===== src/fpc_consts.svh =====
// constants of the front panel encoder control block
`ifndef FPC_CONSTS_SVH
`define FPC_CONSTS_SVH

// ==========================================================
// timing
`define FPC_CLK_PERIOD_NS  10
`define FPC_LONG_PUSH_MS   1000

// ==========================================================
// channels and selectable entries
`define FPC_NUM_CH         22
`define FPC_NV_LAST_ADDR   5'h16
`define FPC_ENTRY_LAST     5'h13
`define FPC_ENTRY_LINE     5'h04
`define FPC_ENTRY_PH       5'h0A
`define FPC_ENTRY_SP       5'h0B
`define FPC_ENTRY_OPT      5'h0C
`define FPC_CH_SP          5'h0C

// ==========================================================
// level codes
`define FPC_MIC_MAX_CODE   8'h38
`define FPC_INST_MAX_CODE  8'h24
`define FPC_OUT_MAX_CODE   8'h41

// ==========================================================
// stored configuration word layout
`define FPC_CFG_RATE_LSB   0
`define FPC_CFG_RATE_MSB   3
`define FPC_CFG_MASTER     4
`define FPC_CFG_CHAN_LSB   5
`define FPC_CFG_CHAN_MSB   7
`define FPC_CFG_DIG_LSB    8
`define FPC_CFG_DIG_MSB    9
`define FPC_CFG_REMOTE     10
`define FPC_CFG_LINK       11

// ==========================================================
// indicator thresholds in dBFS
`define FPC_SIG_DBFS       8'hBF
`define FPC_OVL_DBFS       8'hFE

// ==========================================================
// note numbers and velocity
`define FPC_NOTE_UP        7'h10
`define FPC_NOTE_DOWN      7'h11
`define FPC_NOTE_SHORT     7'h20
`define FPC_NOTE_LONG      7'h21
`define FPC_NOTE_VEL       7'h7F

`endif


===== src/fpc_pkg.sv =====
// types of the front panel encoder control block
package fpc_pkg;

    typedef enum logic [1:0] {
        ST_LOAD = 2'h1,
        ST_RUN  = 2'h2
    } fpc_state_type;

    typedef enum logic [2:0] {
        GRP_INPUT,
        GRP_LINE,
        headphone_pair_code,
        digital_stereo_out_code,
        GRP_OPTICAL
    } fpc_group_type;

    typedef struct packed {
        logic [3:0] sample_rate;
        logic       clock_master;
        logic [2:0] chan_cfg;
        logic [1:0] digital_cfg;
        logic       remote_en;
    } fpc_cfg_type;

    typedef struct packed {
        logic          show_link;
        logic          link_on;
        fpc_group_type group;
        logic [3:0]    number;
        logic          show_value;
        logic [7:0]    value;
        logic          dot;
    } fpc_disp_type;

    typedef struct packed {
        logic [6:0] num;
        logic [6:0] vel;
    } fpc_note_type;

endpackage


===== src/fpc_level_ind.sv =====
// signal present and overload indicator for one input pair
`timescale 1ns/1ns
`default_nettype none
`include "fpc_consts.svh"
module fpc_level_ind (
    input  wire logic             CLK_SYS,
    input  wire logic             RST,
    input  wire logic signed [7:0] LEVEL,
    output logic                  SIG_LED,
    output logic                  OVL_LED
);
    import fpc_pkg::*;

    localparam logic signed [7:0] SIG_TH = `FPC_SIG_DBFS;
    localparam logic signed [7:0] OVL_TH = `FPC_OVL_DBFS;

    always_ff @(posedge CLK_SYS or posedge RST) begin
        if (RST) begin
            SIG_LED <= 1'b0;
            OVL_LED <= 1'b0;
        end else begin
            SIG_LED <= (LEVEL >= SIG_TH);
            OVL_LED <= (LEVEL >= OVL_TH);
        end
    end
endmodule
`default_nettype wire


===== src/fpc_front_panel.sv =====
// front panel encoder control: modes, levels, link, config load, notes
`timescale 1ns/1ns
`default_nettype none
`include "fpc_consts.svh"
module fpc_front_panel #(
    parameter int LONG_PUSH_CYC = `FPC_LONG_PUSH_MS * 1000000 / `FPC_CLK_PERIOD_NS
) (
    input  wire logic                CLK_SYS,
    input  wire logic                RST,
    input  wire logic                ENC_A,
    input  wire logic                ENC_B,
    input  wire logic                ENC_PUSH,
    input  wire logic                STANDALONE,
    output logic                     NV_RD,
    output logic [4:0]               NV_ADDR,
    input  wire logic [15:0]         NV_RDATA,
    input  wire logic                NV_ACK,
    output logic                     CFG_VALID,
    output fpc_pkg::fpc_cfg_type     CFG,
    output logic                     LVL_WE,
    output logic [4:0]               LVL_CH,
    output logic [7:0]               LVL_VAL,
    output fpc_pkg::fpc_disp_type    DISP,
    output logic                     LED_LEVEL_MODE,
    output logic                     NOTE_VALID,
    output fpc_pkg::fpc_note_type    NOTE,
    input  wire logic                NOTE_READY,
    input  wire logic signed [7:0]   IN_LEVEL_12,
    input  wire logic signed [7:0]   IN_LEVEL_34,
    output logic [1:0]               SIG_LED,
    output logic [1:0]               OVL_LED
);
    import fpc_pkg::*;

    fpc_state_type state_reg;
    logic [2:0]    sync1_reg;
    logic [2:0]    sync2_reg;
    logic          a_d_reg;
    logic          push_d_reg;
    logic [31:0]   push_cnt_reg;
    logic [4:0]    nv_addr_reg;
    logic          mode_level_reg;
    logic          link_reg;
    logic [4:0]    entry_reg;
    logic [7:0]    lvl_reg [0:`FPC_NUM_CH-1];
    logic          pend_reg;
    logic          run;
    logic          up_evt;
    logic          dn_evt;
    logic          short_evt;
    logic          long_evt;
    logic          load_ack;
    logic          adjust;
    logic          pair;
    logic [4:0]    sel_ch;
    logic [7:0]    cur_code;
    logic [7:0]    max_code;
    logic [7:0]    new_code;

    // ==========================================================
    // helpers
    function automatic logic [4:0] entry_to_ch(input logic [4:0] e);
        if (e <= `FPC_ENTRY_PH)
            return e;
        else if (e == `FPC_ENTRY_SP)
            return `FPC_CH_SP;
        else
            return e + 5'h02;
    endfunction

    function automatic logic [7:0] ch_max(input logic [4:0] ch);
        if (ch < 5'h02)
            return `FPC_MIC_MAX_CODE;
        else if (ch < 5'h04)
            return `FPC_INST_MAX_CODE;
        else
            return `FPC_OUT_MAX_CODE;
    endfunction

    function automatic logic [4:0] step_up(input logic [4:0] e, input logic lk);
        if (!lk || e == `FPC_ENTRY_PH || e == `FPC_ENTRY_SP)
            return (e == `FPC_ENTRY_LAST) ? e : e + 5'h01;
        else
            return (e >= `FPC_ENTRY_LAST - 5'h01) ? e : e + 5'h02;
    endfunction

    function automatic logic [4:0] step_dn(input logic [4:0] e, input logic lk);
        if (!lk || e == `FPC_ENTRY_SP || e == `FPC_ENTRY_OPT)
            return (e == 5'h00) ? e : e - 5'h01;
        else
            return (e < 5'h02) ? 5'h00 : e - 5'h02;
    endfunction

    // ==========================================================
    // pin synchronisers and event decode
    always_ff @(posedge CLK_SYS or posedge RST) begin
        if (RST) begin
            sync1_reg <= 3'h0;
            sync2_reg <= 3'h0;
            a_d_reg   <= 1'b0;
            push_d_reg <= 1'b0;
        end else begin
            sync1_reg <= {ENC_PUSH, ENC_B, ENC_A};
            sync2_reg <= sync1_reg;
            a_d_reg   <= sync2_reg[0];
            push_d_reg <= sync2_reg[2];
        end
    end

    assign run    = (state_reg == ST_RUN);
    assign up_evt = run && sync2_reg[0] && !a_d_reg && !sync2_reg[1];
    assign dn_evt = run && sync2_reg[0] && !a_d_reg && sync2_reg[1];

    // push length judged on release
    always_ff @(posedge CLK_SYS or posedge RST) begin
        if (RST) begin
            push_cnt_reg <= 32'h0000_0000;
        end else if (!sync2_reg[2]) begin
            push_cnt_reg <= 32'h0000_0000;
        end else if (push_cnt_reg < 32'(LONG_PUSH_CYC)) begin
            push_cnt_reg <= push_cnt_reg + 32'h0000_0001;
        end
    end

    assign short_evt = run && push_d_reg && !sync2_reg[2]
                       && (push_cnt_reg < 32'(LONG_PUSH_CYC));
    assign long_evt  = run && push_d_reg && !sync2_reg[2]
                       && (push_cnt_reg >= 32'(LONG_PUSH_CYC));

    // ==========================================================
    // power-on load of stored configuration
    assign NV_RD    = (state_reg == ST_LOAD);
    assign NV_ADDR  = nv_addr_reg;
    assign load_ack = NV_RD && NV_ACK;
    assign CFG_VALID = run;

    always_ff @(posedge CLK_SYS or posedge RST) begin
        if (RST) begin
            state_reg   <= ST_LOAD;
            nv_addr_reg <= 5'h00;
            CFG         <= '0;
        end else begin
            case (state_reg)
                ST_LOAD: begin
                    if (load_ack) begin
                        if (nv_addr_reg == 5'h00) begin
                            CFG.sample_rate  <= NV_RDATA[`FPC_CFG_RATE_MSB:`FPC_CFG_RATE_LSB];
                            CFG.clock_master <= NV_RDATA[`FPC_CFG_MASTER];
                            CFG.chan_cfg     <= NV_RDATA[`FPC_CFG_CHAN_MSB:`FPC_CFG_CHAN_LSB];
                            CFG.digital_cfg  <= NV_RDATA[`FPC_CFG_DIG_MSB:`FPC_CFG_DIG_LSB];
                            CFG.remote_en    <= NV_RDATA[`FPC_CFG_REMOTE];
                        end
                        if (nv_addr_reg == `FPC_NV_LAST_ADDR)
                            state_reg <= ST_RUN;
                        nv_addr_reg <= nv_addr_reg + 5'h01;
                    end
                end
                ST_RUN: begin
                    state_reg <= ST_RUN;
                end
                default: begin
                    state_reg <= ST_LOAD;
                end
            endcase
        end
    end

    // ==========================================================
    // mode, link and channel selection
    always_ff @(posedge CLK_SYS or posedge RST) begin
        if (RST) begin
            mode_level_reg <= 1'b0;
            link_reg       <= 1'b0;
            entry_reg      <= 5'h00;
        end else if (load_ack && nv_addr_reg == 5'h00) begin
            link_reg <= NV_RDATA[`FPC_CFG_LINK];
        end else if (short_evt) begin
            mode_level_reg <= !mode_level_reg;
        end else if (long_evt) begin
            link_reg <= !link_reg;
            if (!link_reg && entry_reg != `FPC_ENTRY_SP)
                entry_reg <= entry_reg & 5'h1E;
        end else if (!mode_level_reg && up_evt) begin
            entry_reg <= step_up(entry_reg, link_reg);
        end else if (!mode_level_reg && dn_evt) begin
            entry_reg <= step_dn(entry_reg, link_reg);
        end
    end

    assign LED_LEVEL_MODE = mode_level_reg;

    // ==========================================================
    // level store and writes to the mixing path
    assign sel_ch   = entry_to_ch(entry_reg);
    assign cur_code = lvl_reg[sel_ch];
    assign max_code = ch_max(sel_ch);
    assign adjust   = mode_level_reg && (up_evt || dn_evt);
    assign pair     = link_reg || entry_reg == `FPC_ENTRY_PH || entry_reg == `FPC_ENTRY_SP;

    always_comb begin
        new_code = cur_code;
        if (up_evt && cur_code < max_code)
            new_code = cur_code + 8'h01;
        else if (dn_evt && cur_code != 8'h00)
            new_code = cur_code - 8'h01;
    end

    always_ff @(posedge CLK_SYS or posedge RST) begin
        if (RST) begin
            for (int i = 0; i < `FPC_NUM_CH; i++)
                lvl_reg[i] <= 8'h00;
            LVL_WE   <= 1'b0;
            LVL_CH   <= 5'h00;
            LVL_VAL  <= 8'h00;
            pend_reg <= 1'b0;
        end else begin
            LVL_WE   <= 1'b0;
            pend_reg <= 1'b0;
            if (load_ack && nv_addr_reg != 5'h00) begin
                lvl_reg[nv_addr_reg - 5'h01] <= (NV_RDATA[7:0] > ch_max(nv_addr_reg - 5'h01))
                    ? ch_max(nv_addr_reg - 5'h01) : NV_RDATA[7:0];
                LVL_WE  <= 1'b1;
                LVL_CH  <= nv_addr_reg - 5'h01;
                LVL_VAL <= (NV_RDATA[7:0] > ch_max(nv_addr_reg - 5'h01))
                    ? ch_max(nv_addr_reg - 5'h01) : NV_RDATA[7:0];
            end else if (pend_reg) begin
                LVL_WE <= 1'b1;
                LVL_CH <= LVL_CH + 5'h01;
            end else if (adjust) begin
                lvl_reg[sel_ch] <= new_code;
                if (pair)
                    lvl_reg[sel_ch + 5'h01] <= new_code;
                LVL_WE   <= 1'b1;
                LVL_CH   <= sel_ch;
                LVL_VAL  <= new_code;
                pend_reg <= pair;
            end
        end
    end

    // ==========================================================
    // display
    always_ff @(posedge CLK_SYS or posedge RST) begin
        if (RST) begin
            DISP <= '0;
        end else begin
            if (long_evt)
                DISP.show_link <= 1'b1;
            else if (short_evt || up_evt || dn_evt)
                DISP.show_link <= 1'b0;
            DISP.link_on    <= link_reg;
            DISP.show_value <= mode_level_reg;
            DISP.value      <= cur_code;
            DISP.dot        <= (sel_ch == 5'h02 || sel_ch == 5'h03) && cur_code[0];
            if (entry_reg < `FPC_ENTRY_LINE) begin
                DISP.group  <= GRP_INPUT;
                DISP.number <= 4'(entry_reg + 5'h01);
            end else if (entry_reg < `FPC_ENTRY_PH) begin
                DISP.group  <= GRP_LINE;
                DISP.number <= 4'(entry_reg - 5'h03);
            end else if (entry_reg == `FPC_ENTRY_PH) begin
                DISP.group  <= headphone_pair_code;
                DISP.number <= 4'h0;
            end else if (entry_reg == `FPC_ENTRY_SP) begin
                DISP.group  <= digital_stereo_out_code;
                DISP.number <= 4'h0;
            end else begin
                DISP.group  <= GRP_OPTICAL;
                DISP.number <= 4'(entry_reg - 5'h0B);
            end
        end
    end

    // ==========================================================
    // remote control notes, new event wins over acceptance
    always_ff @(posedge CLK_SYS or posedge RST) begin
        if (RST) begin
            NOTE_VALID <= 1'b0;
            NOTE       <= '0;
        end else if (CFG.remote_en && STANDALONE
                     && (up_evt || dn_evt || short_evt || long_evt)) begin
            NOTE_VALID <= 1'b1;
            NOTE.vel   <= `FPC_NOTE_VEL;
            NOTE.num   <= up_evt ? `FPC_NOTE_UP : dn_evt ? `FPC_NOTE_DOWN
                        : short_evt ? `FPC_NOTE_SHORT : `FPC_NOTE_LONG;
        end else if (NOTE_READY) begin
            NOTE_VALID <= 1'b0;
        end
    end

    // ==========================================================
    // input pair indicators
    fpc_level_ind u_ind_12 (
        .CLK_SYS (CLK_SYS),
        .RST     (RST),
        .LEVEL   (IN_LEVEL_12),
        .SIG_LED (SIG_LED[0]),
        .OVL_LED (OVL_LED[0])
    );

    fpc_level_ind u_ind_34 (
        .CLK_SYS (CLK_SYS),
        .RST     (RST),
        .LEVEL   (IN_LEVEL_34),
        .SIG_LED (SIG_LED[1]),
        .OVL_LED (OVL_LED[1])
    );
endmodule
`default_nettype wire


===== config.mk =====
export PLATFORM = sky130hd
export DESIGN_NAME = fpc_front_panel
export DESIGN_NICKNAME = d
export VERILOG_FILES = /design/src/fpc_pkg.sv /design/src/fpc_level_ind.sv /design/src/fpc_front_panel.sv
export VERILOG_INCLUDE_DIRS = /design/src
export SDC_FILE = /design/constraint.sdc
export NUM_CORES = 1
export LEC_CHECK = 0
export ABC_AREA = 1
export BUFFER_PORTS_ARGS = -buffer_cell sky130_fd_sc_hd__buf_2
export CAP_MARGIN = 20
export CORE_MARGIN = 2
export CORE_UTILIZATION = 47
export CTS_CLUSTER_SIZE = 10
export DETAILED_ROUTE_END_ITERATION = 8
export MAX_ROUTING_LAYER = met4
export PLACE_DENSITY = 0.67
export SKIP_CTS_REPAIR_TIMING = 1
export SLEW_MARGIN = 40
export SYNTH_ARGS = -nofsm -noshare
export SYNTH_HDL_FRONTEND = slang
export SYNTH_SLANG_ARGS = --single-unit
export TNS_END_PERCENT = 5

===== constraint.sdc =====
create_clock -name CLK_SYS -period 7.7 [get_ports CLK_SYS]
set_input_delay 0.385 -clock CLK_SYS [delete_from_list [all_inputs] [get_ports CLK_SYS]]
set_output_delay 0.385 -clock CLK_SYS [all_outputs]
set_load 0.02 [all_outputs]

# [Yosys cells after proc, flatten, opt, wreduce, memory -nomap -nowiden]
# Cells that the tools add are included.
[op_classes] addsub=13 order_cmp=23 eq_ne=22 muxes=68 n_bitwise=6 n_reduce_logical=59
[ops] operator="two-way mux 176 bit" n=4
[ops] operator="bitwise mux 176 bit" n=3
[ops] operator="demux 8 bit (select 5 bit)" n=3
[ops] operator="two-way mux 8 bit" n=13
[ops] operator="two-way mux 5 bit" n=14
[ops] operator="two-way mux 32 bit" n=2
[ops] operator="two-way mux 7 bit" n=8
[ops] operator="binary-select mux 8 bit (select 5 bit)" n=1
[ops] operator="adder 32 x 1 -> 32 bit, second input constant" n=1
[ops] operator="greater-or-equal comparator 32 x 27 -> 1 bit, second input constant" n=1
[ops] operator="< comparator 32 x 27 -> 1 bit, second input constant" n=1
[ops] operator="logical AND 1 bit" n=23
[ops] operator="adder 5 x 1 -> 5 bit, second input constant" n=4
[ops] operator="greater-or-equal comparator 6 bit, second input constant" n=3
[ops] operator="< comparator 6 x 1 -> 1 bit, second input constant" n=3
[ops] operator="inverter 5 -> 6 bit" n=3
[ops] operator="greater-or-equal comparator 8 x 2 -> 1 bit, second input constant" n=2
[ops] operator="greater-or-equal comparator 8 bit, second input constant" n=2
[ops] operator="equality test 5 x 4 -> 1 bit, second input constant" n=3
[ops] operator="< comparator 5 x 2 -> 1 bit, second input constant" n=3
[ops] operator="< comparator 5 x 3 -> 1 bit, second input constant" n=3
[ops] operator="two-way mux 1 bit" n=15
[ops] operator="AND reduction 7 bit" n=2
[ops] operator="logical OR 1 bit" n=12
[ops] operator="32 further kinds" n=62
[totals] reg_bits=288 in_bits=40 output_inout_bits=71 word_cells=247

# [Logic depth before layout (Yosys ltp)]
# Gate-level depths: netlist (run 1).
[logic_depth] ltp_word=17 mapped_depth=31 depth_no_buf=27

# [Hierarchy]
# Synthesis (run 1) repeated with hierarchy kept, for this count alone.
[hier_totals] hier_cells=3039 hier_area_um2=19502.5
[by_module_without_submodules] module="fpc_front_panel" instances=1 cells_per_inst=3005 area_per_inst_um2=19284.7 seq_area_each_um2=7008.0
[by_module_without_submodules] module="fpc_level_ind" instances=2 cells_per_inst=17 area_per_inst_um2=108.9 seq_area_each_um2=50.0

# [Worst setup path before layout (run 1)]
# OpenSTA, ideal clock, no wires.
[synth_timing] path_type="register to register" startpoint="register nv_addr_reg[0], in the netlist NV_ADDR[0]" endpoint="register lvl_reg[0] in the netlist's numbering" setup_ps=77 arrival_ps=3756 required_time_ps=7623 setup_slack_ps=3866 path_stages_with_launch=21 path_cell_list="dfrtp_1 -> inv_1 -> ha_1 -> nand2_1 -> o21ai_0 -> nand2_1 -> nor2_1 -> inv_1 -> nor2_1 -> inv_1 -> ha_1 -> a21o_1 -> a211oi_1 -> nand2_1 -> nand2_1 -> clkbuf_1 -> a21oi_1 -> nor2_1 -> clkbuf_1 -> nor2_1 -> a21oi_1"
[synth_between] elab_chain_len=9 word_cells_on_any_way=21 cone_classes="add/sub: 1; order compare: 5; eq/ne: 1; mux: 8; bitwise: 1; reduce/logical: 5"
[synth_rtl] element="start: declaration" line_no="fpc_front_panel.sv:41" source="logic [4:0] nv_addr_reg;"
[synth_rtl] element="start signal: assignment" line_no="fpc_front_panel.sv:155" source="nv_addr_reg <= nv_addr_reg + 5'h01;"
[synth_rtl] element="subtractor 5 x 1 -> 5 bit" line_no="fpc_front_panel.sv:220, fpc_front_panel.sv:221"
[synth_rtl] element="< comparator 5 x 3 -> 1 bit" line_no="fpc_front_panel.sv:74" source="else if (ch < 5'h04)"
[synth_rtl] element="two-way mux 7 bit" line_no="fpc_front_panel.sv:74"
[synth_rtl] element="two-way mux 7 bit" line_no="fpc_front_panel.sv:72" source="if (ch < 5'h02)"
[synth_rtl] element="two-way mux 8 bit" line_no="fpc_front_panel.sv:219" source="if (load_ack && nv_addr_reg != 5'h00) begin"
[synth_rtl] element="> comparator 8 bit" line_no="fpc_front_panel.sv:220" source="lvl_reg[nv_addr_reg - 5'h01] <= (NV_RDATA[7:0] > ch_max(nv_addr_reg - 5'h01))"
[synth_rtl] element="two-way mux 8 bit" line_no="fpc_front_panel.sv:221" source="? ch_max(nv_addr_reg - 5'h01) : NV_RDATA[7:0];"
[synth_rtl] element="bitwise mux 176 bit" line_no="fpc_front_panel.sv:220"
[synth_rtl] element="two-way mux 176 bit" line_no="fpc_front_panel.sv:219"
[synth_rtl] element="end signal: indexed assignment" line_no="fpc_front_panel.sv:220"
[synth_rtl] element="end signal: indexed assignment" line_no="fpc_front_panel.sv:230" source="lvl_reg[sel_ch] <= new_code;"
[synth_rtl] element="end signal: indexed assignment" line_no="fpc_front_panel.sv:232" source="lvl_reg[sel_ch + 5'h01] <= new_code;"
[synth_rtl] element="end: declaration" line_no="fpc_front_panel.sv:45" source="logic [7:0] lvl_reg [0:`FPC_NUM_CH-1];"
# Several ways; a longest one is shown, not always the timed one. The select of a mux whose other input is x is not followed.
# A chain may end at the register's enable or synchronous reset.

# [Worst setup path after layout (run 1)]
[layout_timing] startpoint="register entry_reg[1]" endpoint="register lvl_reg[149] in the netlist's numbering"
[layout_between] elab_chain_len=17 word_cells_on_any_way=42 cone_classes="add/sub: 4; order compare: 8; eq/ne: 2; mux: 19; bitwise: 2; reduce/logical: 7"
[layout_rtl] element="start: declaration" line_no="fpc_front_panel.sv:44" source="logic [4:0] entry_reg;"
[layout_rtl] element="start signal: assignment" line_no="fpc_front_panel.sv:182" source="entry_reg <= entry_reg & 5'h1E;"
[layout_rtl] element="start signal: assignment" line_no="fpc_front_panel.sv:184" source="entry_reg <= step_up(entry_reg, link_reg);"
[layout_rtl] element="start signal: assignment" line_no="fpc_front_panel.sv:186" source="entry_reg <= step_dn(entry_reg, link_reg);"
[layout_rtl] element="adder 5 x 2 -> 5 bit or equality test 5 x 4 -> 1 bit (tied branches)"
[layout_rtl] element="two-way mux 5 bit" line_no="fpc_front_panel.sv:65" source="else if (e == `FPC_ENTRY_SP)"
[layout_rtl] element="two-way mux 5 bit (*)" line_no="fpc_front_panel.sv:63" source="if (e <= `FPC_ENTRY_PH)"
[layout_rtl] element="inverter 5 -> 6 bit (implied by the code) (*)" line_no="fpc_front_panel.sv:195" source="assign cur_code = lvl_reg[sel_ch];"
[layout_rtl] element="binary-select mux 8 bit (select 5 bit) (*)" line_no="fpc_front_panel.sv:195"
[layout_rtl] element="two-way mux 8 bit (implied by the code) (*) (2 in series)" line_no="fpc_front_panel.sv:195"
[layout_rtl] element="named net cur_code[6]" line_no="fpc_front_panel.sv:56" source="logic [7:0] cur_code;"
[layout_rtl] element="branches (longest 3 deep; another with < comparator 8 bit)"
[layout_rtl] element="two-way mux 8 bit (*)" line_no="fpc_front_panel.sv:202" source="if (up_evt && cur_code < max_code)"
[layout_rtl] element="bitwise mux 176 bit" line_no="fpc_front_panel.sv:230"
[layout_rtl] element="bitwise mux 176 bit" line_no="fpc_front_panel.sv:232"
[layout_rtl] element="two-way mux 176 bit (*)" line_no="fpc_front_panel.sv:231" source="if (pair)"
[layout_rtl] element="two-way mux 176 bit (*)" line_no="fpc_front_panel.sv:229" source="end else if (adjust) begin"
[layout_rtl] element="two-way mux 176 bit (*)" line_no="fpc_front_panel.sv:226" source="end else if (pend_reg) begin"
[layout_rtl] element="two-way mux 176 bit (*)" line_no="fpc_front_panel.sv:219"
# Mark *: on every way through the listed nets, which the timed path passes. The select of a mux whose other input is x is not followed.

==> results of run 1 <==
## placed cells by master, fill, tap and decap left out, drive strengths merged, types with 2 or more instances in the layout
| cell type | instances |
|---|---|
| xor2 | 23 |
| o21ai | 295 |
| dlygate4sd3 | 4 |
| a21o | 2 |
| o22ai | 2 |
| a22o | 2 |
| clkinv | 25 |
| a211oi | 5 |
| nor2 | 429 |
| conb | 4 |
| o21bai | 8 |
| clkbuf | 58 |
| nand3b | 11 |
| a31oi | 6 |
| ha | 31 |
| o41ai | 3 |
| nor3 | 13 |
| inv | 428 |
| o211ai | 6 |
| xnor2 | 3 |
| dfrtp | 283 |
| a21oi | 229 |
| nand2 | 814 |
| nor4 | 4 |
| o21a | 20 |
| buf | 143 |
| nand4 | 12 |
| nand3 | 251 |
## worst max-delay path by stage
stage | startpoint | to | slack [ns] | cells after the start
final | entry_reg[1]$_DFFE_PP0P_ | lvl_reg[149]$_DFFE_PP0P_ | 1.61 | 23
after global routing | entry_reg[0]$_DFFE_PP0P_ | lvl_reg[149]$_DFFE_PP0P_ | 1.24 | 24
after CTS | entry_reg[0]$_DFFE_PP0P_ | lvl_reg[149]$_DFFE_PP0P_ | 1.78 | 24
after detailed placement | entry_reg[0]$_DFFE_PP0P_ | lvl_reg[149]$_DFFE_PP0P_ | 1.81 | 24
after global placement | entry_reg[0]$_DFFE_PP0P_ | lvl_reg[149]$_DFFE_PP0P_ | 1.86 | 24
after floorplan | RST | CFG[0]$_DFFE_PP0P_ | 3.55 | 1
## cell families after synthesis
logic type | Yosys count | share of synthesized area (%)
adders and majority gates | 31 | 1.99
DFF | 284 | 36.4
buffers and inverters | 599 | 12.5
xor gates and xnor gates | 26 | 1.17
and+or+nand+nor | 1536 | 32.0
other | 1 | 0.0192
AOI/OAI and AO/OA | 587 | 16.0
## report_power, final
part,total [mW],switching (mW),internal (mW)
Combinational,6.79,4.96,1.84
Sequential,2.34,0.371,1.97
Clock,1.65,0.688,0.960
Total,10.8,6.02,4.76
## Yosys cell counts (all sizes together) (11+ instances only)
cell type,instances,area (um^2)
nand4,12,75.1
buf,86,507
nand3b,11,82.6
xor2,23,201
dfrtp,283,7080
nor3,13,65.1
ha,31,388
nand2,814,3090
nand3,251,1270
nor2,429,1640
clkbuf,61,229
a21oi,229,1150
clkinv,23,86.3
o21ai,295,1480
o21a,20,150
inv,429,1610
## metal layers
layer,up-vias,part of all wire (%)
li1,9726,-
met1,9729,41
met2,1027,45
met3,228,9.6
met4,0,4.3
met5,-,0
## cell type report
class,count,area [um^2]
inverter,452,1700
fill,4100,19300
timing repair buffer,147,942
tap,532,666
clock inverter,2,21.3
clock buffer,58,1090
sequential,284,7110
multi-input combinational,2184,10100
## through the flow
step / utilization, % / area [um^2] / hold slack, ns / worst slack, ns / std cells
6_report: 52.8 / 21600 / 0.0174 / 1.61 / 3659
5_1_grt: 52.8 / 21600 / 0.0370 / 1.24 / 3659
4_1_cts: 52.7 / 21600 / -0.252 / 1.78 / 3655
3_5_place_dp: 50.0 / 20400 / 0.338 / 1.81 / 3595
3_3_place_gp: 49.7 / 20300 / 0.334 / 1.86 / 3592
2_1_floorplan: - / 19500 / 0.331 / 3.55 / 3067
==> results.md, run 1 <==
* Status: complete, no violations
* H-Tree Depth at 2
* Design Power at 10.8 mW
* Worst reg-to-reg path cell count at 23
* Max_cap viols at 0
* Critical R2R Launch: entry_reg[1]$_DFFE_PP0P_
* Worst setup SP type: register
* Setup TNS at 0 ns
* Worst Max-Slew Pin Slew at 0.887 ns
* CP Data Required Time at 8.13 ns
* Post-Syn Area per Cell at 6.37 um^2
* Final Max Tran Viols at 0
* Drt total wl at 69900 um
* Share of layout cells above drive strength 1 at 7.87%
* Most used DFF post-synth: dfrtp_1
* Detail Route Antenna Nets at 0
* First-pass GRT wire length at 109000 um
* Largest stage delay on the critical path at 0.70 ns
* Initial core utilization at 47.7%
* GRT Residual Overflow at 0
* Leak pwr at 11.5 nW
* Unrepaired setup endpoints after global routing: no
* GR met3 Demand/Resource at 4.96%
* Peak VDD IR at 0.526 mV
* Cell row count at 74
* Peak Freq at 0.164 GHz
* Via density per instance at 5.66
* Worst setup EP type: register
* Initial antenna violation count at 0
* Critical-path cell list: inv_1, ha_1, inv_1, nand2_1, nand2_1, nand2_2, nand2_1, nand3_1, nor2_2, nand2_1, nand2_1, nor2_1, nand2_1, inv_1, ha_1, nand3_1, nand3_1, a21oi_2, nand2_2, nand2_1, nand2_1, o21bai_1, nand3_1
* Mapped cell area at 19500 um^2
* FF-to-FF End: lvl_reg[149]$_DFFE_PP0P_
* Seq/Total Area, Yosys at 36.4%
* Buf+Inv Stages, Crit Path at 3
* Worst hold path startpoint: NOTE_READY
* Total inserted antenna cells at 0
* Fin crit share at 79.1%
* Synth async-reset ratio at 100%
* Most crowded layer after global routing: met2
* Vias at 20.7k
* Hold Crit Class: primary input to register
* DP HPWL at 46500 um
* Clock Sinks at 284
* Hold Path Cell Cnt at 2
* Fin nets at 3176
* Slew headroom at 40.7%
* Core outline area at 40900 um^2
* Hold EP: NOTE_VALID$_DFFE_PP0P_
* Met1 Resource Use GR at 43.3%
* All-Layer GR Usage at 32.6%
* Die Y at 208 um
* Syn. warnings at 0
* Endpoints failing setup at 0
* Gpl congestion at 1.03
* DRC at 0
* Top delay family on crit path: simple AND/OR/NAND/NOR gates
* Die Wd at 208 um
* PD cells at 499 nW/um^2
* Largest net degree at the start of global routing at 86
* DIE AREA at 43200 um^2
* Number of flip-flops under the largest register name at 176
* Crit path kind: register to register
* Initial DRC count at 2016
* Vias in the first global route at 19.6k
* Worst-path clk slew at 0.06 ns
* Area Growth Syn to Fin at 10.6%
* Post-Syn Instances at 3064
* TritonRoute pass-1 iters at 6
* Reg2reg setup slack at 1.61 ns
* Post-DR wirelength/cell at 19.1 um
* Met2 Track Usage GR at 49.4%
* Number of CTS-inserted buffers at 36
* Crit path arrival time at 6.52 ns
* CP dominant cell by count: nand2_1
* Min cycle time layout at 6.09 ns
* Flops & latches, synth at 284
* Synth unique cells at 49
* Root Driver: clkbuf_16
* Slowest stage cell, crit path: nand2_1
* IO Count at 111
* Clock Skew at 0.0186 ns
* Crit Path Max Fanout at 14
* CTS tree: built
* Clk_lat worst skew at 0.57 ns
* Hold Vio Cnt, Final at 0
* PortBufs at 102
* Worst-case clock buffer depth at 3
* EDFF count, synth at 0
No activity file was read; power rests on OpenSTA's default activity.
==> run 2, diff against run 1 <==
PLACE_DENSITY = default   (was 0.67)
clock period = 6.39 ns   (was 7.7 ns; I/O delays follow)
==> run 2 against run 1 <==
Hold slack lost 0.025 ns. Count of clock-buffer cells in the layout shrank 4. Largest power group unchanged. Combinational power grew 22%. Highest routed layer unchanged. Global-route usage grew 1.8 points. Via count shrank 0.85%. The run now ends with negative hold slack left. Final cell count grew 0.63%.
==> results.md, run 2 (synthesis results as in run 1) <==
* Core outline area at 40900 um^2 (unchanged)
* Hold Vio Cnt, Final at 2 (+2)
* Commonest non-fill, non-tap cell in the layout: nand2_1
* Status: finished with violations
* Root Driver: clkbuf_16
* IO Count at 111 (unchanged)
* Detail Route Antenna Nets at 0 (unchanged)
* Area after DPL at 20500 um^2 (+0.48%)
* Slew headroom at 42.1% (+1.4 points)
* Worst Max-Slew Pin Slew at 0.867 ns (-0.0199 ns)
* Setup TNS at 0 ns (unchanged)
* Peak VDD IR at 0.544 mV (+3.4%)
* Buf+Inv Stages, Crit Path at 5 (+2)
* WHS at -0.00761 ns (-0.0250 ns)
* Post-DR wirelength/cell at 20.0 um (+4.5%)
* All-Layer GR Usage at 34.4% (+1.8 points)
* DP HPWL at 50100 um (+7.8%)
* Worst-case clock buffer depth at 3 (unchanged)
* CP Data Required Time at 6.86 ns (-1.27 ns)
* Final instance area at 21800 um^2 (+0.83%)
* Initial antenna violation count at 1 (+1)
* Endpoints failing setup at 0 (unchanged)
* PD cells at 601 nW/um^2 (+20%)
* Most frequent cells in the layout: nand2_1 (800), inv_1 (420), nor2_1 (414), dfrtp_1 (282), o21ai_0 (266)
* Final Max Tran Viols at 0 (unchanged)
* DIE AREA at 43200 um^2 (unchanged)
* Initial DRC count at 2179 (+8.1%)
* Die Y at 208 um (unchanged)
* Worst setup SP type: register
* Fin nets at 3200 (+0.76%)
* CP dominant cell by count: nand2_1
* Drt total wl at 73500 um (+5.2%)
* Hold Crit Class: primary input to register
* Die Wd at 208 um (unchanged)
* Clock Skew at 0.0269 ns (+0.00833 ns)
* H-Tree Depth at 2 (unchanged)
* Crit path arrival time at 6.10 ns (-0.42 ns)
* DRC at 0 (unchanged)
* Worst setup EP type: register
* Gpl congestion at 1.03 (+0.11%)
* Fin crit share at 88.0% (+8.9 points)
* Clock Sinks at 284 (unchanged)
* Worst-path clk slew at 0.06 ns (about the same)
* Crit path kind: register to register
* Via density per instance at 5.58 (-1.5%)
* Peak Freq at 0.178 GHz (+8.3%)
* TritonRoute pass-1 iters at 7 (+1)
* Top delay family on crit path: simple AND/OR/NAND/NOR gates
* CTS tree: built
* Largest net degree at the start of global routing at 88 (+2.3%)
* Critical-path cell list: inv_2, ha_1, inv_1, nand2_1, nand2_1, nand2_2, o21ai_4, buf_4, nand2_1, nand2_1, nand2_1, nand2_1, nor2_1, nand2_1, inv_1, ha_1, nand3_1, nand3_1, a21oi_2, nand3_1, buf_4, nand3_1, nand2_1, a21oi_1
* PortBufs at 102 (unchanged)
* Vias at 20.5k (-0.85%)
* Number of flip-flops under the largest register name at 176 (unchanged)
* Vias in the first global route at 19.0k (-3.2%)
* Number of CTS-inserted buffers at 37 (+2.8%)
* Failing checks: negative hold slack
* Max_cap viols at 0 (unchanged)
* Share of layout cells above drive strength 1 at 8.38% (+0.52 points)
* Largest stage delay on the critical path at 0.63 ns (-0.07 ns)
* Crit Path Max Fanout at 17 (+3)
* GRT Residual Overflow at 0 (unchanged)
* Unrepaired setup endpoints after global routing: no
* Min cycle time layout at 5.63 ns (-0.468 ns)
* Initial core utilization at 47.7% (unchanged)
* Slowest stage cell, crit path: dfrtp_1
* First-pass GRT wire length at 112000 um (+3.2%)
* Cell row count at 74 (unchanged)
* Area Growth Syn to Fin at 11.5%
* Clk_lat worst skew at 0.58 ns (about the same)
* Leak pwr at 11.6 nW (+1.1%)
[run 2: worst min-delay path, delay by kind of cell]
family                 cells  cell delay (ns)
AND/OR/NAND/NOR            2             0.10
buffers and inverters      1             0.11
[run 2: metal layers]
metal / part of all wire, % / global-route usage, % / vias up / routed length (um)
li1: - / - / 9763 / -
met4: 3.7 / 12.7 / 0 / 2690
met5: 0 / - / - / 0
met1: 44 / 47.5 / 9775 / 32400
met3: 7.5 / 4.04 / 173 / 5490
met2: 45 / 52.2 / 823 / 32900
[run 2: final timing paths]
kind | end | slack (ns) | cells past startpoint | from
worst max-delay path | lvl_reg[61]$_DFFE_PP0P_ | 0.76 | 24 | entry_reg[2]$_DFFE_PP0P_
worst min-delay path | CFG[5]$_DFFE_PP0P_ | -0.008 | 3 | NV_RDATA[7]
worst max register to register | lvl_reg[61]$_DFFE_PP0P_ | 0.76 | 24 | entry_reg[2]$_DFFE_PP0P_
worst min register to register | sync2_reg[1]$_DFF_PP0_ | 0.36 | 0 | sync1_reg[1]$_DFF_PP0_
max in group asynchronous | lvl_reg[143]$_DFFE_PP0P_ | 4.89 | 5 | RST
min in group asynchronous | push_cnt_reg[2]$_DFFE_PP0P_ | 0.44 | 4 | RST
[run 2: per-stage QoR]
step                power (mW)  std cells  util (%)  setup WS [ns]  hold WS, ns
CTS                       12.9       3670      52.9          0.934       -0.168
global route              14.0       3682      53.2          0.429      0.00291
floorplan                 8.14       3067         -           2.31        0.331
detailed placement        10.9       3611      50.2          0.964        0.343
finish                    13.1       3682      53.2          0.764     -0.00761
global placement          10.7       3610      50.0          0.880        0.342
[run 2: layout make-up]
| class | instances | area, um^2 |
|---|---|---|
| Fill cell | 4157 | 19100 |
| Multi-Input combinational cell | 2184 | 10100 |
| Sequential cell | 284 | 7110 |
| Inverter | 452 | 1700 |
| Timing Repair Buffer | 170 | 1110 |
| Clock buffer | 54 | 1090 |
| Tap cell | 532 | 666 |
| Clock inverter | 5 | 28.8 |
| Antenna cell | 1 | 2.50 |
[run 2: power by group]
group          internal [mW]  switching [mW]  total (mW)
combinational           2.30            5.98        8.28
clock                   1.17           0.832        2.01
sequential              2.37           0.431        2.81
==> run 3, diff against run 2 <==
ABC_AREA = default   (was 1)
CORE_UTILIZATION = 40   (was 47)
==> run 3 against run 2 <==
The run still ends with negative hold slack left. Critical path depth decreased by 8. Register-to-register slack got worse by 0.17 ns. Setup slack got worse by 0.17 ns. Maximum frequency decreased by 2.9%. Flip-flop and latch count unchanged. Highest routed layer unchanged. Hold slack got worse by 0.022 ns. Core utilization decreased by 6.9 points. Critical path type unchanged. Design area decreased by 15%. Via count decreased by 28%. Die area decreased by 2.5%. Critical endpoint is now lvl_reg[85]$_DFFE_PP0P_.
==> results.md, run 3 <==
* Failing checks: negative hold slack
* XOR/XNOR Fraction of Synth Area at 2.31% (+1.1 points)
* CP Data Required Time at 6.75 ns (-0.11 ns)
* Syn. warnings at 0 (unchanged)
* PortBufs at 102 (unchanged)
* Post-Syn Instances at 1687 (-45%)
* Peak VDD IR at 0.397 mV (-27%)
* Mux cell area share after synthesis at 6.61% (+6.6 points)
* Top post-synthesis cells by area: dfrtp_1 (44%), nand2_1 (5.6%), mux2i_1 (4.3%)
* Area Growth Syn to Fin at 14.0%
* FF-to-FF End: lvl_reg[85]$_DFFE_PP0P_
* Crit path kind: register to register
* Unrepaired setup endpoints after global routing: no
* Most used DFF post-synth: dfrtp_1
* Share of layout cells above drive strength 1 at 16.5% (+8.2 points)
* WHS at -0.0300 ns (-0.0224 ns)
* First-pass GRT wire length at 88600 um (-21%)
* Top cells by count, synth: dfrtp_1 (283), nand2_1 (240), o21ai_0 (86)
* Vias in the first global route at 14.4k (-24%)
* Initial antenna violation count at 0 (-1)
* Buf+Inv Stages, Crit Path at 3 (-2)
* TritonRoute pass-1 iters at 6 (-1)
* Most frequent cells in the layout: dfrtp_1 (282), nand2_1 (240), buf_2 (103), o21ai_0 (86), nor2_1 (82)
* Gpl congestion at 1.01 (-2.3%)
* Post-synth top area share at 43.7% (+7.5 points)
* Vias at 14.9k (-28%)
* IO Count at 111 (unchanged)
* Core outline area at 39800 um^2 (-2.7%)
* Largest stage delay on the critical path at 0.72 ns (+0.09 ns)
* Max_cap viols at 0 (unchanged)
* Mapped cell area at 16200 um^2 (-17%)
* Fin crit share at 90.7% (+2.7 points)
* Post-DR wirelength/cell at 25.1 um (+26%)
* Top delay family on crit path: compound AO/OA/AOI/OAI gates
* Detail Route Antenna Nets at 0 (unchanged)
* Peak Freq at 0.173 GHz (-2.9%)
* Clk_lat worst skew at 0.54 ns (-0.04 ns)
* Fin nets at 1857 (-42%)
* Status: finished with violations
* Worst-case clock buffer depth at 3 (unchanged)
* Number of flip-flops under the largest register name at 176 (unchanged)
* Worst setup SP type: register
* Worst Max-Slew Pin Slew at 0.901 ns (+0.0331 ns)
* Worst-path clk slew at 0.06 ns (about the same)
* DRC at 0 (unchanged)
* Clock Skew at 0.0249 ns (-0.00207 ns)
* Critical R2R Launch: entry_reg[1]$_DFFE_PP0P_
* PD cells at 529 nW/um^2 (-12%)
* DP HPWL at 39500 um (-21%)
* Fillers at 3834 (-7.8%)
* Utilization after layout at 46.4% (-6.9 points)
* Synth async-reset ratio at 100% (unchanged)
* H-Tree Depth at 2 (unchanged)
* Adder-Cell Fraction of Synth Area at 2.40% (+0.41 points)
* Initial core utilization at 40.7% (-7.1 points)
* Synth Area in Simple Gates at 15.3% (-17 points)
* Final instance area at 18500 um^2 (-15%)
* Final Max Tran Viols at 0 (unchanged)
* Hold Crit Class: primary input to asynchronous set/reset pin
* Drt total wl at 58200 um (-21%)
* Commonest non-fill, non-tap cell in the layout: dfrtp_1
* Die Y at 205 um (-1.3%)
* Slew headroom at 40.0% (-2.1 points)
* Clock Sinks at 284 (unchanged)
* Hold Vio Cnt, Final at 50 (+48)
* Synth unique cells at 95 (+94%)
* Number of CTS-inserted buffers at 35 (-5.4%)
* Seq/Total Area, Yosys at 43.9% (+7.5 points)
* All-Layer GR Usage at 28.4% (-6.0 points)
* Reg area at 7110 um^2 (unchanged)
* Largest net degree at the start of global routing at 102 (+16%)
* CTS tree: built
* Worst reg-to-reg path cell count at 16 (-33%)
* Min cycle time layout at 5.80 ns (+0.171 ns)
* Die Wd at 205 um (-1.3%)
* Most frequent cell after synthesis: dfrtp_1
* Cell row count at 73 (-1.4%)
* Setup TNS at 0 ns (unchanged)
* Endpoints failing setup at 0 (unchanged)
* Leak pwr at 8.08 nW (-31%)
* Post-Syn Area per Cell at 9.60 um^2 (+51%)
* Crit path arrival time at 6.16 ns (+0.06 ns)
* Worst setup EP type: register
* Critical-path cell list: inv_1, ha_1, and2b_1, a211oi_2, a21o_1, mux4_2, mux2i_1, a211o_1, inv_1, ha_1, a2111oi_4, nand3_1, o21ai_1, xnor2_4, buf_4, o221ai_1
* Total inserted antenna cells at 0 (-1)
* Flops & latches, synth at 284 (unchanged)
* Largest family of logic cells by synthesized area: compound AO/OA/AOI/OAI gates
* Reg2reg setup slack at 0.59 ns (-0.17 ns)
* DIE AREA at 42100 um^2 (-2.5%)
* EDFF count, synth at 0 (unchanged)
* Cell accounting for the most synthesized area: dfrtp_1
* Slowest stage cell, crit path: a21o_1
* Crit Path Max Fanout at 23 (+6)
* GRT Residual Overflow at 0 (unchanged)
* Area taken by multi-input logic gates at 8360 um^2 (-17%)
* Area after DPL at 17400 um^2 (-15%)
* Root Driver: clkbuf_16
* Complex-gate fraction of the synthesized area at 24.3% (+8.4 points)
* Via density per instance at 6.41 (+15%)
* Initial DRC count at 1862 (-15%)
## run 3: cell types whose count changed after synthesis, moves of 69 or more
cell,delta
mux2i_1,+69
nor2_1,-333
a21oi_1,-176
inv_1,-379
o21ai_0,-182
nand3_1,-181
nand2_1,-562
## run 3: logic make-up (layout without fill, tap and decap cells)
logic type	Yosys count	after routing
simple gates	532	532
compound gates	541	541
mux	93	93
other cells	1	4
xor+xnor	41	41
fa+ha+maj	31	31
flops	284	284
buf+inv	164	269
## run 3: report_power, final
group	internal (mW)	switching, mW
sequential	2.29	0.321
clock	1.06	0.756
combinational	1.61	3.73
total	4.96	4.81
## run 3: per-stage QoR
stage          power [mW]  worst slack (ns)  instances
2_1_floorplan        5.89              1.60       1690
3_3_place_gp         7.70             0.757       2266
3_5_place_dp         7.77             0.793       2269
4_1_cts              9.63             0.756       2315
5_1_grt              10.2             0.302       2320
6_report             9.77             0.594       2320
## run 3: layout make-up
type	instances	share of cell area (%)
timing repair buffer	177	6.32
multi-input combinational	1242	45.3
sequential	284	38.5
clock buffer	44	5.32
tap	525	3.56
inverter	46	0.956
clock inverter	2	0.0542
## run 3: how the worst max path moves through the flow
stage          slack [ns]                        to                     start  cells after the start
2_1_floorplan        1.60  lvl_reg[166]$_DFFE_PP0P_  entry_reg[1]$_DFFE_PP0P_                     21
3_3_place_gp         0.76    lvl_reg[1]$_DFFE_PP0P_  entry_reg[1]$_DFFE_PP0P_                     14
3_5_place_dp         0.79  lvl_reg[143]$_DFFE_PP0P_  entry_reg[1]$_DFFE_PP0P_                     15
4_1_cts              0.76  lvl_reg[143]$_DFFE_PP0P_  entry_reg[1]$_DFFE_PP0P_                     15
5_1_grt              0.30  lvl_reg[166]$_DFFE_PP0P_  entry_reg[1]$_DFFE_PP0P_                     17
6_report             0.59   lvl_reg[85]$_DFFE_PP0P_  entry_reg[1]$_DFFE_PP0P_                     16
## run 3: worst min-delay path: stages
cell and delay (ns):
buf_2 0.11, clkinvlp_4 0.06, buf_4 0.48
## run 3: metal layers
metal / wire (um) / global-route usage (%) / share of wire [%] / vias to the layer above
met3: 5280 / 5.46 / 9.1 / 159
li1: - / - / - / 6488
met1: 24100 / 37.9 / 41 / 7413
met2: 26500 / 42.7 / 46 / 805
met4: 2290 / 11.2 / 3.9 / 0
met5: 0 / - / 0 / -
